[src/pifeb_pkg.sv]
// Register map, field positions and reset values of the flag/enable bank
package pifeb_pkg;
    // Byte offsets (word aligned) on the register bus
    localparam logic [7:0] OFS_FLAGS_B = 8'h00;
    localparam logic [7:0] OFS_FLAGS_C = 8'h04;
    localparam logic [7:0] OFS_ENABLES_A = 8'h08;
    localparam logic [7:0] OFS_ENABLES_B = 8'h0C;
    localparam logic [7:0] OFS_ENABLES_C = 8'h10;
    localparam logic [7:0] OFS_CONTROL = 8'h14;
    localparam logic [7:0] OFS_STATUS = 8'h18;
    // Second flag / enable register fields
    localparam int BIT_OSC_FAIL = 7;
    localparam int BIT_COMPARATOR = 6;
    localparam int BIT_BUS_COLLISION = 3;
    localparam int BIT_LOW_VOLTAGE = 2;
    localparam int BIT_TIMER3 = 1;
    // Third flag / enable register fields
    localparam int BIT_DISPLAY = 6;
    localparam int BIT_SERIAL2_RX = 5;
    localparam int BIT_SERIAL2_TX = 4;
    localparam int BIT_CAPCOMP2 = 2;
    localparam int BIT_CAPCOMP1 = 1;
    // Control register fields
    localparam int BIT_PERIPH_GATE = 0;
    localparam int BIT_PRIO_ON = 1;
    localparam int BIT_DISPLAY_TYPE_B = 2;
    localparam int BIT_DISPLAY_NONSTATIC = 3;
    // Implemented-bit masks
    localparam logic [7:0] MASK_B = 8'hCE;
    localparam logic [7:0] MASK_C = 8'h76;
    localparam logic [7:0] MASK_C_SW = 8'h46;
    localparam logic [7:0] MASK_A = 8'h7B;
    localparam logic [3:0] MASK_CTRL = 4'hF;
    // Reset values
    localparam logic [7:0] RST_BYTE = 8'h00;
    localparam logic [3:0] RST_CTRL = 4'h0;
    // Capture/compare unit modes
    typedef enum logic [1:0] {
        PIFEB_CC_CAPTURE = 2'b00,
        PIFEB_CC_COMPARE = 2'b01,
        PIFEB_CC_PWM = 2'b11,
        PIFEB_CC_OFF = 2'b10
    } pifeb_cc_mode_t;
    // AHB transfer type
    localparam logic [1:0] HTRANS_NONSEQ = 2'b10;
endpackage

[src/pifeb_reg_if.sv]
`timescale 1ns/10ps
// Register access strobes from the bus slave to the register bank
interface pifeb_reg_if;
    logic wr_stb;
    logic rd_stb;
    logic [7:0] addr;
    logic [7:0] wdata;
    logic [7:0] rdata;
    modport slave (output wr_stb, output rd_stb, output addr,
        output wdata, input rdata);
    modport bank (input wr_stb, input rd_stb, input addr,
        input wdata, output rdata);
endinterface

[src/pifeb_ahb_slave.sv]
`timescale 1ns/10ps
// AHB-Lite slave turning transfers into one-cycle register strobes
module pifeb_ahb_slave (
    // Clock and reset
    input wire logic core_clk,
    input wire logic reset,
    input wire logic clk_en,
    // AHB-Lite
    input wire logic hsel,
    input wire logic [31:0] haddr,
    input wire logic [1:0] htrans,
    input wire logic hwrite,
    input wire logic [2:0] hsize,
    input wire logic hready,
    input wire logic [31:0] hwdata,
    output logic hreadyout,
    output logic hresp,
    output logic [31:0] hrdata,
    // Register side
    pifeb_reg_if.slave rif
);
    logic wr_pend_r;
    logic [7:0] addr_r;
    logic take;

    assign take = hsel && hready && htrans == pifeb_pkg::HTRANS_NONSEQ;
    assign hreadyout = 1'b1;
    assign hresp = 1'b0;

    // Address phase capture
    always_ff @(posedge core_clk) begin
        if (reset) begin
            wr_pend_r <= 1'b0;
            addr_r <= 8'h00;
        end else if (clk_en) begin
            wr_pend_r <= take && hwrite;
            if (take) begin
                addr_r <= haddr[7:0];
            end
        end
    end

    // Reads are answered in the data phase from the registered read word
    always_ff @(posedge core_clk) begin
        if (reset) begin
            hrdata <= 32'h0000_0000;
        end else if (clk_en && take && !hwrite) begin
            hrdata <= {24'h00_0000, rif.rdata};
        end
    end

    assign rif.wr_stb = wr_pend_r && clk_en;
    assign rif.rd_stb = take && !hwrite && clk_en;
    assign rif.addr = rif.wr_stb ? addr_r : haddr[7:0];
    assign rif.wdata = hwdata[7:0];
endmodule // pifeb_ahb_slave

[src/pifeb_cc_unit.sv]
`timescale 1ns/10ps
// Capture/compare event qualifier for one unit
module pifeb_cc_unit (
    // Mode and events
    input wire pifeb_pkg::pifeb_cc_mode_t mode,
    input wire logic capture_evt,
    input wire logic match_evt,
    // Result
    output logic flag_evt
);
    always_comb begin
        unique case (mode)
            pifeb_pkg::PIFEB_CC_CAPTURE: flag_evt = capture_evt;
            pifeb_pkg::PIFEB_CC_COMPARE: flag_evt = match_evt;
            pifeb_pkg::PIFEB_CC_PWM: flag_evt = 1'b0;
            pifeb_pkg::PIFEB_CC_OFF: flag_evt = 1'b0;
        endcase
    end
endmodule // pifeb_cc_unit

[src/pifeb_top.sv]
// Local design decisions: the placing of the registers and the AHB-Lite slave port.
`timescale 1ns/10ps
// Peripheral interrupt flag and enable bank with AHB-Lite access
// What this block does
// Oscillator fail sets second flag bit 7
// Comparator change sets second flag bit 6
// Bus collision sets second flag bit 3
// Low voltage sets second flag bit 2
// Timer-3 overflow sets second flag bit 1
// Flags hold until software writes zero
// Unimplemented bits read as zero
// Display done sets third flag bit 6 in type-B non-static display mode
// Serial2 receive flag mirrors full buffer, read-only
// Serial2 transmit flag mirrors empty buffer, read-only
// Capture mode capture sets unit flag
// Compare mode match sets unit flag
// One enable bit per source, one enables
// Without priorities, peripheral gate also required
// Priority bits matter only with priorities on
// All bits reset to zero
// Flags set regardless of enables
// Request is OR of flag AND enable
// Software clears flag before enabling, after servicing
module pifeb_top (
    // Clock and reset
    input wire logic core_clk,
    input wire logic reset,
    input wire logic clk_en,
    // AHB-Lite
    input wire logic hsel,
    input wire logic [31:0] haddr,
    input wire logic [1:0] htrans,
    input wire logic hwrite,
    input wire logic [2:0] hsize,
    input wire logic hready,
    input wire logic [31:0] hwdata,
    output logic hreadyout,
    output logic hresp,
    output logic [31:0] hrdata,
    // Peripheral events, one-cycle pulses on core_clk, and capture/compare unit modes
    input wire logic osc_fail_evt,
    input wire logic comparator_evt,
    input wire logic bus_collision_evt,
    input wire logic low_voltage_evt,
    input wire logic timer3_overflow_evt,
    input wire logic display_frame_evt,
    input wire logic cc1_capture_evt,
    input wire logic cc1_match_evt,
    input wire logic cc2_capture_evt,
    input wire logic cc2_match_evt,
    input wire pifeb_pkg::pifeb_cc_mode_t cc1_mode,
    input wire pifeb_pkg::pifeb_cc_mode_t cc2_mode,
    // Second serial port buffer levels
    input wire logic serial2_rx_full,
    input wire logic serial2_tx_empty,
    // First flag register, kept outside
    input wire logic [7:0] periph_flags_a,
    // Requests to the core
    output logic periph_irq,
    output logic periph_irq_raw,
    output logic priority_levels_on,
    output logic peripheral_irq_gate
);
    pifeb_reg_if rif ();

    logic [7:0] periph_flags_b_r;
    logic [7:0] flags_c_sw_r;
    logic [7:0] periph_enables_a_r;
    logic [7:0] periph_enables_b_r;
    logic [7:0] periph_enables_c_r;
    logic [3:0] control_r;
    logic [7:0] periph_flags_c;
    logic [7:0] ev_b;
    logic [7:0] ev_c;
    logic cc1_evt;
    logic cc2_evt;
    logic display_evt;
    logic wr_b;
    logic wr_c;

    function automatic logic [7:0] upd_flags(input logic [7:0] cur,
        input logic wr, input logic [7:0] wd, input logic [7:0] ev,
        input logic [7:0] mask);
        logic [7:0] base;
        base = wr ? wd : cur;
        return (base | ev) & mask;
    endfunction

    pifeb_ahb_slave u_slave (
        .core_clk(core_clk),
        .reset(reset),
        .clk_en(clk_en),
        .hsel(hsel),
        .haddr(haddr),
        .htrans(htrans),
        .hwrite(hwrite),
        .hsize(hsize),
        .hready(hready),
        .hwdata(hwdata),
        .hreadyout(hreadyout),
        .hresp(hresp),
        .hrdata(hrdata),
        .rif(rif)
    );

    pifeb_cc_unit u_cc1 (
        .mode(cc1_mode),
        .capture_evt(cc1_capture_evt),
        .match_evt(cc1_match_evt),
        .flag_evt(cc1_evt)
    );

    pifeb_cc_unit u_cc2 (
        .mode(cc2_mode),
        .capture_evt(cc2_capture_evt),
        .match_evt(cc2_match_evt),
        .flag_evt(cc2_evt)
    );

    // Display flag only in type-B non-static operation
    assign display_evt = display_frame_evt
        && control_r[pifeb_pkg::BIT_DISPLAY_TYPE_B]
        && control_r[pifeb_pkg::BIT_DISPLAY_NONSTATIC];

    always_comb begin
        ev_b = 8'h00;
        ev_b[pifeb_pkg::BIT_OSC_FAIL] = osc_fail_evt;
        ev_b[pifeb_pkg::BIT_COMPARATOR] = comparator_evt;
        ev_b[pifeb_pkg::BIT_BUS_COLLISION] = bus_collision_evt;
        ev_b[pifeb_pkg::BIT_LOW_VOLTAGE] = low_voltage_evt;
        ev_b[pifeb_pkg::BIT_TIMER3] = timer3_overflow_evt;
    end

    always_comb begin
        ev_c = 8'h00;
        ev_c[pifeb_pkg::BIT_DISPLAY] = display_evt;
        ev_c[pifeb_pkg::BIT_CAPCOMP2] = cc2_evt;
        ev_c[pifeb_pkg::BIT_CAPCOMP1] = cc1_evt;
    end

    assign wr_b = rif.wr_stb && rif.addr == pifeb_pkg::OFS_FLAGS_B;
    assign wr_c = rif.wr_stb && rif.addr == pifeb_pkg::OFS_FLAGS_C;

    // Second flag register; an event in the clear cycle wins
    always_ff @(posedge core_clk) begin
        if (reset) begin
            periph_flags_b_r <= pifeb_pkg::RST_BYTE;
        end else if (clk_en) begin
            periph_flags_b_r <= upd_flags(periph_flags_b_r, wr_b,
                rif.wdata, ev_b, pifeb_pkg::MASK_B);
        end
    end

    // Software-cleared part of the third flag register
    always_ff @(posedge core_clk) begin
        if (reset) begin
            flags_c_sw_r <= pifeb_pkg::RST_BYTE;
        end else if (clk_en) begin
            flags_c_sw_r <= upd_flags(flags_c_sw_r, wr_c, rif.wdata,
                ev_c, pifeb_pkg::MASK_C_SW);
        end
    end

    // Serial-port flags follow the buffers; buffer logic clears them
    always_comb begin
        periph_flags_c = flags_c_sw_r;
        periph_flags_c[pifeb_pkg::BIT_SERIAL2_RX] = serial2_rx_full;
        periph_flags_c[pifeb_pkg::BIT_SERIAL2_TX] = serial2_tx_empty;
    end

    // Enable registers
    always_ff @(posedge core_clk) begin
        if (reset) begin
            periph_enables_a_r <= pifeb_pkg::RST_BYTE;
            periph_enables_b_r <= pifeb_pkg::RST_BYTE;
            periph_enables_c_r <= pifeb_pkg::RST_BYTE;
        end else if (clk_en && rif.wr_stb) begin
            unique case (rif.addr)
                pifeb_pkg::OFS_ENABLES_A:
                    periph_enables_a_r <= rif.wdata & pifeb_pkg::MASK_A;
                pifeb_pkg::OFS_ENABLES_B:
                    periph_enables_b_r <= rif.wdata & pifeb_pkg::MASK_B;
                pifeb_pkg::OFS_ENABLES_C:
                    periph_enables_c_r <= rif.wdata & pifeb_pkg::MASK_C;
                default: ;
            endcase
        end
    end

    // Control: peripheral gate, priority mode, display mode
    always_ff @(posedge core_clk) begin
        if (reset) begin
            control_r <= pifeb_pkg::RST_CTRL;
        end else if (clk_en && rif.wr_stb
                && rif.addr == pifeb_pkg::OFS_CONTROL) begin
            control_r <= rif.wdata[3:0] & pifeb_pkg::MASK_CTRL;
        end
    end

    assign priority_levels_on = control_r[pifeb_pkg::BIT_PRIO_ON];
    assign peripheral_irq_gate = control_r[pifeb_pkg::BIT_PERIPH_GATE];

    // Any enabled flag
    assign periph_irq_raw = |(periph_flags_a & periph_enables_a_r)
        | |(periph_flags_b_r & periph_enables_b_r)
        | |(periph_flags_c & periph_enables_c_r);

    // Gate is bypassed when priority levels are on
    assign periph_irq = periph_irq_raw
        && (priority_levels_on || peripheral_irq_gate);

    // Read multiplexer
    always_comb begin
        unique case (rif.addr)
            pifeb_pkg::OFS_FLAGS_B: rif.rdata = periph_flags_b_r;
            pifeb_pkg::OFS_FLAGS_C:
                rif.rdata = periph_flags_c & pifeb_pkg::MASK_C;
            pifeb_pkg::OFS_ENABLES_A: rif.rdata = periph_enables_a_r;
            pifeb_pkg::OFS_ENABLES_B: rif.rdata = periph_enables_b_r;
            pifeb_pkg::OFS_ENABLES_C: rif.rdata = periph_enables_c_r;
            pifeb_pkg::OFS_CONTROL: rif.rdata = {4'h0, control_r};
            pifeb_pkg::OFS_STATUS:
                rif.rdata = {6'h00, periph_irq, periph_irq_raw};
            default: rif.rdata = 8'h00;
        endcase
    end
endmodule // pifeb_top

[config.mk]
export PLATFORM = sky130hd
export DESIGN_NAME = pifeb_top
export DESIGN_NICKNAME = d
export VERILOG_FILES = /design/src/pifeb_pkg.sv /design/src/pifeb_reg_if.sv /design/src/pifeb_ahb_slave.sv /design/src/pifeb_cc_unit.sv /design/src/pifeb_top.sv
export SDC_FILE = /design/constraint.sdc
export NUM_CORES = 1
export LEC_CHECK = 0
export ABC_AREA = 1
export BUFFER_PORTS_ARGS = -buffer_cell sky130_fd_sc_hd__buf_2
export CAP_MARGIN = 15
export CORE_ASPECT_RATIO = 0.8
export CORE_UTILIZATION = 35
export CTS_BUF_LIST = sky130_fd_sc_hd__clkbuf_8
export DETAILED_ROUTE_END_ITERATION = 8
export MAX_ROUTING_LAYER = met4
export PLACE_DENSITY = 0.64
export SYNTH_ARGS = -nofsm -noshare
export SYNTH_HDL_FRONTEND = slang
export SYNTH_SLANG_ARGS = --single-unit
[constraint.sdc]
create_clock -name core_clk -period 1.8 [get_ports core_clk]
set_clock_uncertainty 0.1 [all_clocks]
set_input_delay 0.18 -clock core_clk [delete_from_list [all_inputs] [get_ports core_clk]]
set_output_delay 0.18 -clock core_clk [all_outputs]
set_load 0.01 [all_outputs]
# ---- Yosys cells after proc, flatten, opt, wreduce, memory -nomap -nowiden
# Index checks and enable logic that the tools add are counted.
dict set report word_totals {
  latchBits 0
  out_inout_bits 38
  rom_bits 0
  reg_bits 45
  input_bits 99
  mem_bits_rw 0
  word_cells 62
  memories 0
}
dict set report op_classes {
  n_lt_le_gt_ge 0
  mul 0
  n_eq_ne 13
  n_reduce_logical 27
  add_sub_neg 0
  mux 6
  n_div 0
  bitwise_logic 7
  shift 0
}
# operator n
set ops {}
lappend ops {{8-bit case mux with 7 select lines} 1}
lappend ops {{8-bit by 5-bit == test with 1-bit output, second input constant} 3}
lappend ops {{8-bit OR reduction} 3}
lappend ops {{8-bit by 4-bit == test with 1-bit output, second input constant} 2}
lappend ops {{8-bit 2-to-1 mux} 2}
lappend ops {{1-bit logical AND} 13}
lappend ops {{2-bit == test, second input constant} 5}
lappend ops {{8-bit by 7-bit bitwise AND with 8-bit output} 1}
lappend ops {{8-bit bitwise AND} 1}
lappend ops {{8-bit by 3-bit == test with 1-bit output, second input constant} 1}
lappend ops {{8-bit zero test} 1}
lappend ops {{8-bit OR} 1}
lappend ops {{2-bit AND reduction} 4}
lappend ops {{7-bit bitwise AND} 1}
lappend ops {{7-bit 2-to-1 mux} 1}
lappend ops {{7-bit OR} 1}
lappend ops {{1-bit case mux with 3 select lines} 2}
lappend ops {{2-bit by 1-bit == test with 1-bit output, second input constant} 2}
lappend ops {{2-bit zero test} 2}
lappend ops {{2-bit OR reduction} 2}
lappend ops {{1-bit OR} 2}
lappend ops {{1-bit zero test} 1}
lappend ops {{1-bit logical OR} 1}

# ---- Logic depth before layout (Yosys ltp)
dict set report logic_depth {
  depth_word 6
  mapped_depth 14
}

# ---- Hierarchy
# A second synthesis with hierarchy kept.
dict set report hier_totals {
  cells_unflattened 453
  area_unflattened_um2 2894.0
}
# module cells_per_inst area_each_um2 n_inst
set modules_own_cells {}
lappend modules_own_cells {pifeb_top 267 1737.9 1}
lappend modules_own_cells {pifeb_ahb_slave 176 1116.1 1}
lappend modules_own_cells {pifeb_cc_unit 5 20.0 2}

# ---- Least setup slack after synthesis
# OpenSTA, ideal clock, no wires.
dict set report synth_timing {
  path_kind {register -> register}
  from {register u_slave.wr_pend_r}
  to {register periph_flags_b_r[6]}
  synth_period_minus_slack_ns 1.683
  slack_ns 0.117
  t_required_ns 1.568
  t_arrival_ns 1.451
  stages_incl_launch_ff 15
  path_cell_list {dfxtp_1 -> buf_6 -> nand2_4 -> buf_12 -> nand2_2 -> nand2_2 -> nand2_2 -> nor2_8 -> nand2_2 -> nor2_2 -> inv_2 -> nand2_1 -> inv_1 -> o21ai_1 -> a21oi_1}
}
dict set report synth_between {
  elab_chain_cells 6
}
# item line_no
set synth_lines {}
lappend synth_lines {{from (decl)} pifeb_ahb_slave.sv:22} ;# logic wr_pend_r;
lappend synth_lines {{from (signal assigned)} pifeb_ahb_slave.sv:36} ;# wr_pend_r <= take && hwrite;
lappend synth_lines {{1-bit logical AND (*)} pifeb_ahb_slave.sv:52} ;# assign rif.wr_stb = wr_pend_r && clk_en;
lappend synth_lines {{8-bit 2-to-1 mux} pifeb_ahb_slave.sv:54} ;# assign rif.addr = rif.wr_stb ? addr_r : haddr[7:0];
lappend synth_lines {{8-bit zero test} pifeb_top.sv:141} ;# assign wr_b = rif.wr_stb && rif.addr == pifeb_pkg::OFS_FLAGS_B;
lappend synth_lines {{1-bit logical AND (*)} pifeb_top.sv:141}
lappend synth_lines {{8-bit 2-to-1 mux (*)} pifeb_top.sv:85} ;# base = wr ? wd : cur;
lappend synth_lines {{8-bit OR (*)} pifeb_top.sv:86} ;# return (base | ev) & mask;
lappend synth_lines {{to (signal assigned)} pifeb_top.sv:147} ;# periph_flags_b_r <= pifeb_pkg::RST_BYTE;
lappend synth_lines {{to (signal assigned)} pifeb_top.sv:149} ;# periph_flags_b_r <= upd_flags(periph_flags_b_r, wr_b,
lappend synth_lines {{to (decl)} pifeb_top.sv:66} ;# logic [7:0] periph_flags_b_r;
# Mark *: on every way between the ends. The rest lies on a longest branch, timed or not.
# A chain may end at the register's enable or synchronous reset.

# ---- Final worst setup path
dict set report layout_timing {
  from {register u_slave.wr_pend_r}
  to {register u_slave.hrdata[0]}
}
dict set report layout_between {
  elab_chain_cells 4
}
# item line_no
set layout_lines {}
lappend layout_lines {{1-bit logical AND (*)} pifeb_ahb_slave.sv:52}
lappend layout_lines {{8-bit 2-to-1 mux (*)} pifeb_ahb_slave.sv:54}
lappend layout_lines {{8-bit by 5-bit == test with 1-bit output (tied with other cells)} pifeb_top.sv:214} ;# unique case (rif.addr)
lappend layout_lines {{8-bit case mux with 7 select lines (*)} pifeb_top.sv:214}
lappend layout_lines {{to (signal assigned)} pifeb_ahb_slave.sv:48} ;# hrdata <= {24'h00_0000, rif.rdata};
lappend layout_lines {{to (decl)} pifeb_ahb_slave.sv:18} ;# output logic [31:0] hrdata,
# Marked as above.

==> impl_results.md <==
- Post-route ant nets: 0
- Min Hold Slack: 0.007104 ns
- CP Capture Type: flop
- Most common cell in the netlist: nand2_1
- # DRC: 0
- Fmax: 565.1 MHz
- Std-Cell Rows: 27
- Synth unique cells: 27
- Post-synth EDFFs: 0
- I/O Pins: 137
- Fin crit period: approximately 1.8 ns
- Routed vias/inst: 4.737
- GPL Wtd Cong: 0.8955
- Synth Area per Inst: 6.620 sq um
- Final HPWL DP: between 5000 and 6000 um
- Multi-input logic area: 0.001478 sq mm
- Final Cell Area: 0.003263 sq mm
- Yosys warns: 0
- Total gr overflow: 0
- PortBufs: 57
- Setup violators final: 0
- Placed cell area: 0.002980 sq mm
- Hold violation count in the final report: 0
- # diodes: 0
- Share of cells above drive strength 1: 0.2899
- Final non-filler cell total: approximately 560
- Die height: 79.70 um
- Req. time, crit path: 1.89 ns
- Initial antenna violation count: 0
- Final-layout fill cell count: 764
- Largest net degree at the start of global routing: 31
- Root Buffer: clkbuf_8
- Cell Area, Synth: 0.002641 sq mm
- Worst skew pair latency: a little over 0.3 ns
- Area delta synth->final: 23.54%
- Main flop type after synthesis: dfxtp_1
- TritonCTS Buffers: 5
- Area leader, netlist: dfxtp_1
- CTS tree: yes
- GRT Total Usage: 0.1835
- WL per Instance: 12.12 um
- Worst Path Class, Setup: flop to flop
- Drt pass-1 iters: 4
- Clock Path Buffers: 2
- Leak Pwr: between 0.0015 and 0.002 uW
- Worst-path clk slew: 0.10 ns
- Register area share after synthesis: 0.3411
- First-pass GRT wire length: approximately 11,000 um
- Fraction of registers with async set/reset: 0
- Vias post-DR: 2,667
- Top cells by count, synth: nand2_1 (113), a21oi_1 (45), dfxtp_1 (45)
- CP arrival: 1.86 ns
- Period utilization: 0.9831
- Mapped Cells: around 400
- Drt first-iter violations: ~170
- Full die area: 0.007900 sq mm
- Number of global-route vias before repair: 2,354
- PD cells: 624.4 mW/mm^2
- CTS sink cnt: 45
- Run status: finished, final reports clean
- Core area: 0.007094 sq mm
- Max FO, Critical Path: 7
- Max-Cap Viols: 0
- Type of the most critical hold path: primary input to flop
- Inst Count DP: 548
- RSZ-0062 raised after global routing: true
- Total length of routed wires: around 7000 um
- Nets@finish: 574
- CTS H-Tree Depth: 2
- Register area: 904.6 sq um
- Flop and latch count out of synthesis: 45
- Critical Path Source Type: flop
- Final Max Tran Viols: 0
- Initial core utilization: 0.3723
- CTS Hold Bufs: 0
- Die width: ~99 um
- Top cell type's share of synthesized area: 0.3411
- Area contributors post-synth: dfxtp_1 (34%), nand2_1 (16%), a21oi_1 (8.5%), buf_4 (7.7%), nand3_1 (6.3%)
- Peak supply drop: 0.3279 mV
## kinds of logic (layout without fill, tap and decap cells)
kind of cell / count (synthesis) / count (layout) / synth area share
flops: 45 / 45 / 0.3411
simple gates: 189 / 189 / 0.3226
other cells: 2 / 26 / 0.002843
buf+inv: 80 / 133 / 0.1701
compound gates: 83 / 83 / 0.1634
## layout by cell type, fill, tap and decap left out, types with 2 or more instances in the layout
cell and instances:
o21ai_0 18, nand2_1 105, and2_4 2, buf_6 4, inv_1 32, nor2_2 4, a21oi_2 2, conb_1 26
o211ai_1 3, buf_2 58, nand2_2 11, a22oi_1 2, nand3_2 2, clkbuf_8 5, o21ai_2 2, nor2_4 6
nand2_8 2, inv_2 8, a21oi_1 43, dfxtp_1 44, nand2_4 4, buf_4 22, nand3_1 31, nor2_1 19
o21ai_1 13
## worst max-delay path, stage by stage, from the launching register on
cell,delay [ns]
dfxtp_4,0.39
nand2_8,0.07
inv_2,0.07
buf_6,0.12
nand2_4,0.06
nand2_8,0.08
nor2_2,0.06
buf_4,0.13
nand3_1,0.08
o21ai_0,0.10
o21ai_0,0.28
a21oi_1,0.11
## path summary, 6_finish.rpt
kind	slack, ns	depth (start not counted)	endpoint	from
setup reg to reg	0.03	11	u_slave.hrdata[0]$_SDFFE_PP0P_	u_slave.wr_pend_r$_SDFFE_PP0P_
setup / recovery	0.03	11	u_slave.hrdata[0]$_SDFFE_PP0P_	u_slave.wr_pend_r$_SDFFE_PP0P_
hold / removal	0.007	3	u_slave.addr_r[6]$_SDFFE_PP0P_	haddr[6]
hold reg to reg	0.36	2	u_slave.addr_r[1]$_SDFFE_PP0P_	u_slave.addr_r[1]$_SDFFE_PP0P_
## layer usage
metal  vias to the layer above  wire, um  track usage  part of all wire
li1                       1373         -            -                 -
met1                      1193      3314       0.2497              0.49
met2                        94      2950       0.2860              0.43
met3                         7       498      0.03152             0.073
met4                         0        59      0.04118            0.0086
met5                         -         0            -                 0
## area by class of cell
| class | count | area share |
|---|---|---|
| clock inverter | 3 | 0.01419 |
| sequential | 45 | 0.2772 |
| inverter | 41 | 0.04793 |
| tap | 87 | 0.03336 |
| clock buffer | 5 | 0.02109 |
| timing repair buffer | 84 | 0.1534 |
| multi-input combinational | 298 | 0.4528 |
## power by group
part           switching [uW]  total, uW  leakage (uW)  internal, uW
clock                     372        788     0.0000543           416
sequential               14.4       1020      0.000365          1010
combinational             142        226       0.00114          84.1
total                     528       2040       0.00156          1510
## repair_timing
action,4_1_cts,5_1_grt
pin swaps,0,19
endpoints found under the setup margin,17,30
gates resized for setup,7,38
buffers inserted,0,7
gates cloned,0,0
## sequential cells by signal (all words and copies together), names as in the netlist
| signal | cells |
|---|---|
| u_slave.addr_r | 8 |
| u_slave.hrdata | 8 |
| periph_enables_a_r | 6 |
| periph_enables_b_r | 5 |
| periph_enables_c_r | 5 |
| periph_flags_b_r | 5 |
| control_r | 4 |
| flags_c_sw_r | 3 |
| u_slave.wr_pend_r | 1 |
## metrics by stage
| step | setup TNS (ns) | power (uW) | util | worst slack, ns |
|---|---|---|---|---|
| after floorplan | 0 | 1205 | - | 0.1170 |
| after global placement | -0.02231 | 1252 | 0.4201 | -0.01157 |
| after detailed placement | -0.09968 | 1255 | 0.4201 | -0.02518 |
| after CTS | 0 | 2035 | 0.4392 | 0.008838 |
| after global routing | -0.2588 | 2130 | 0.4600 | -0.06317 |
| final | 0 | 2038 | 0.4600 | 0.03040 |
Power figures use the tool's default switching activity.
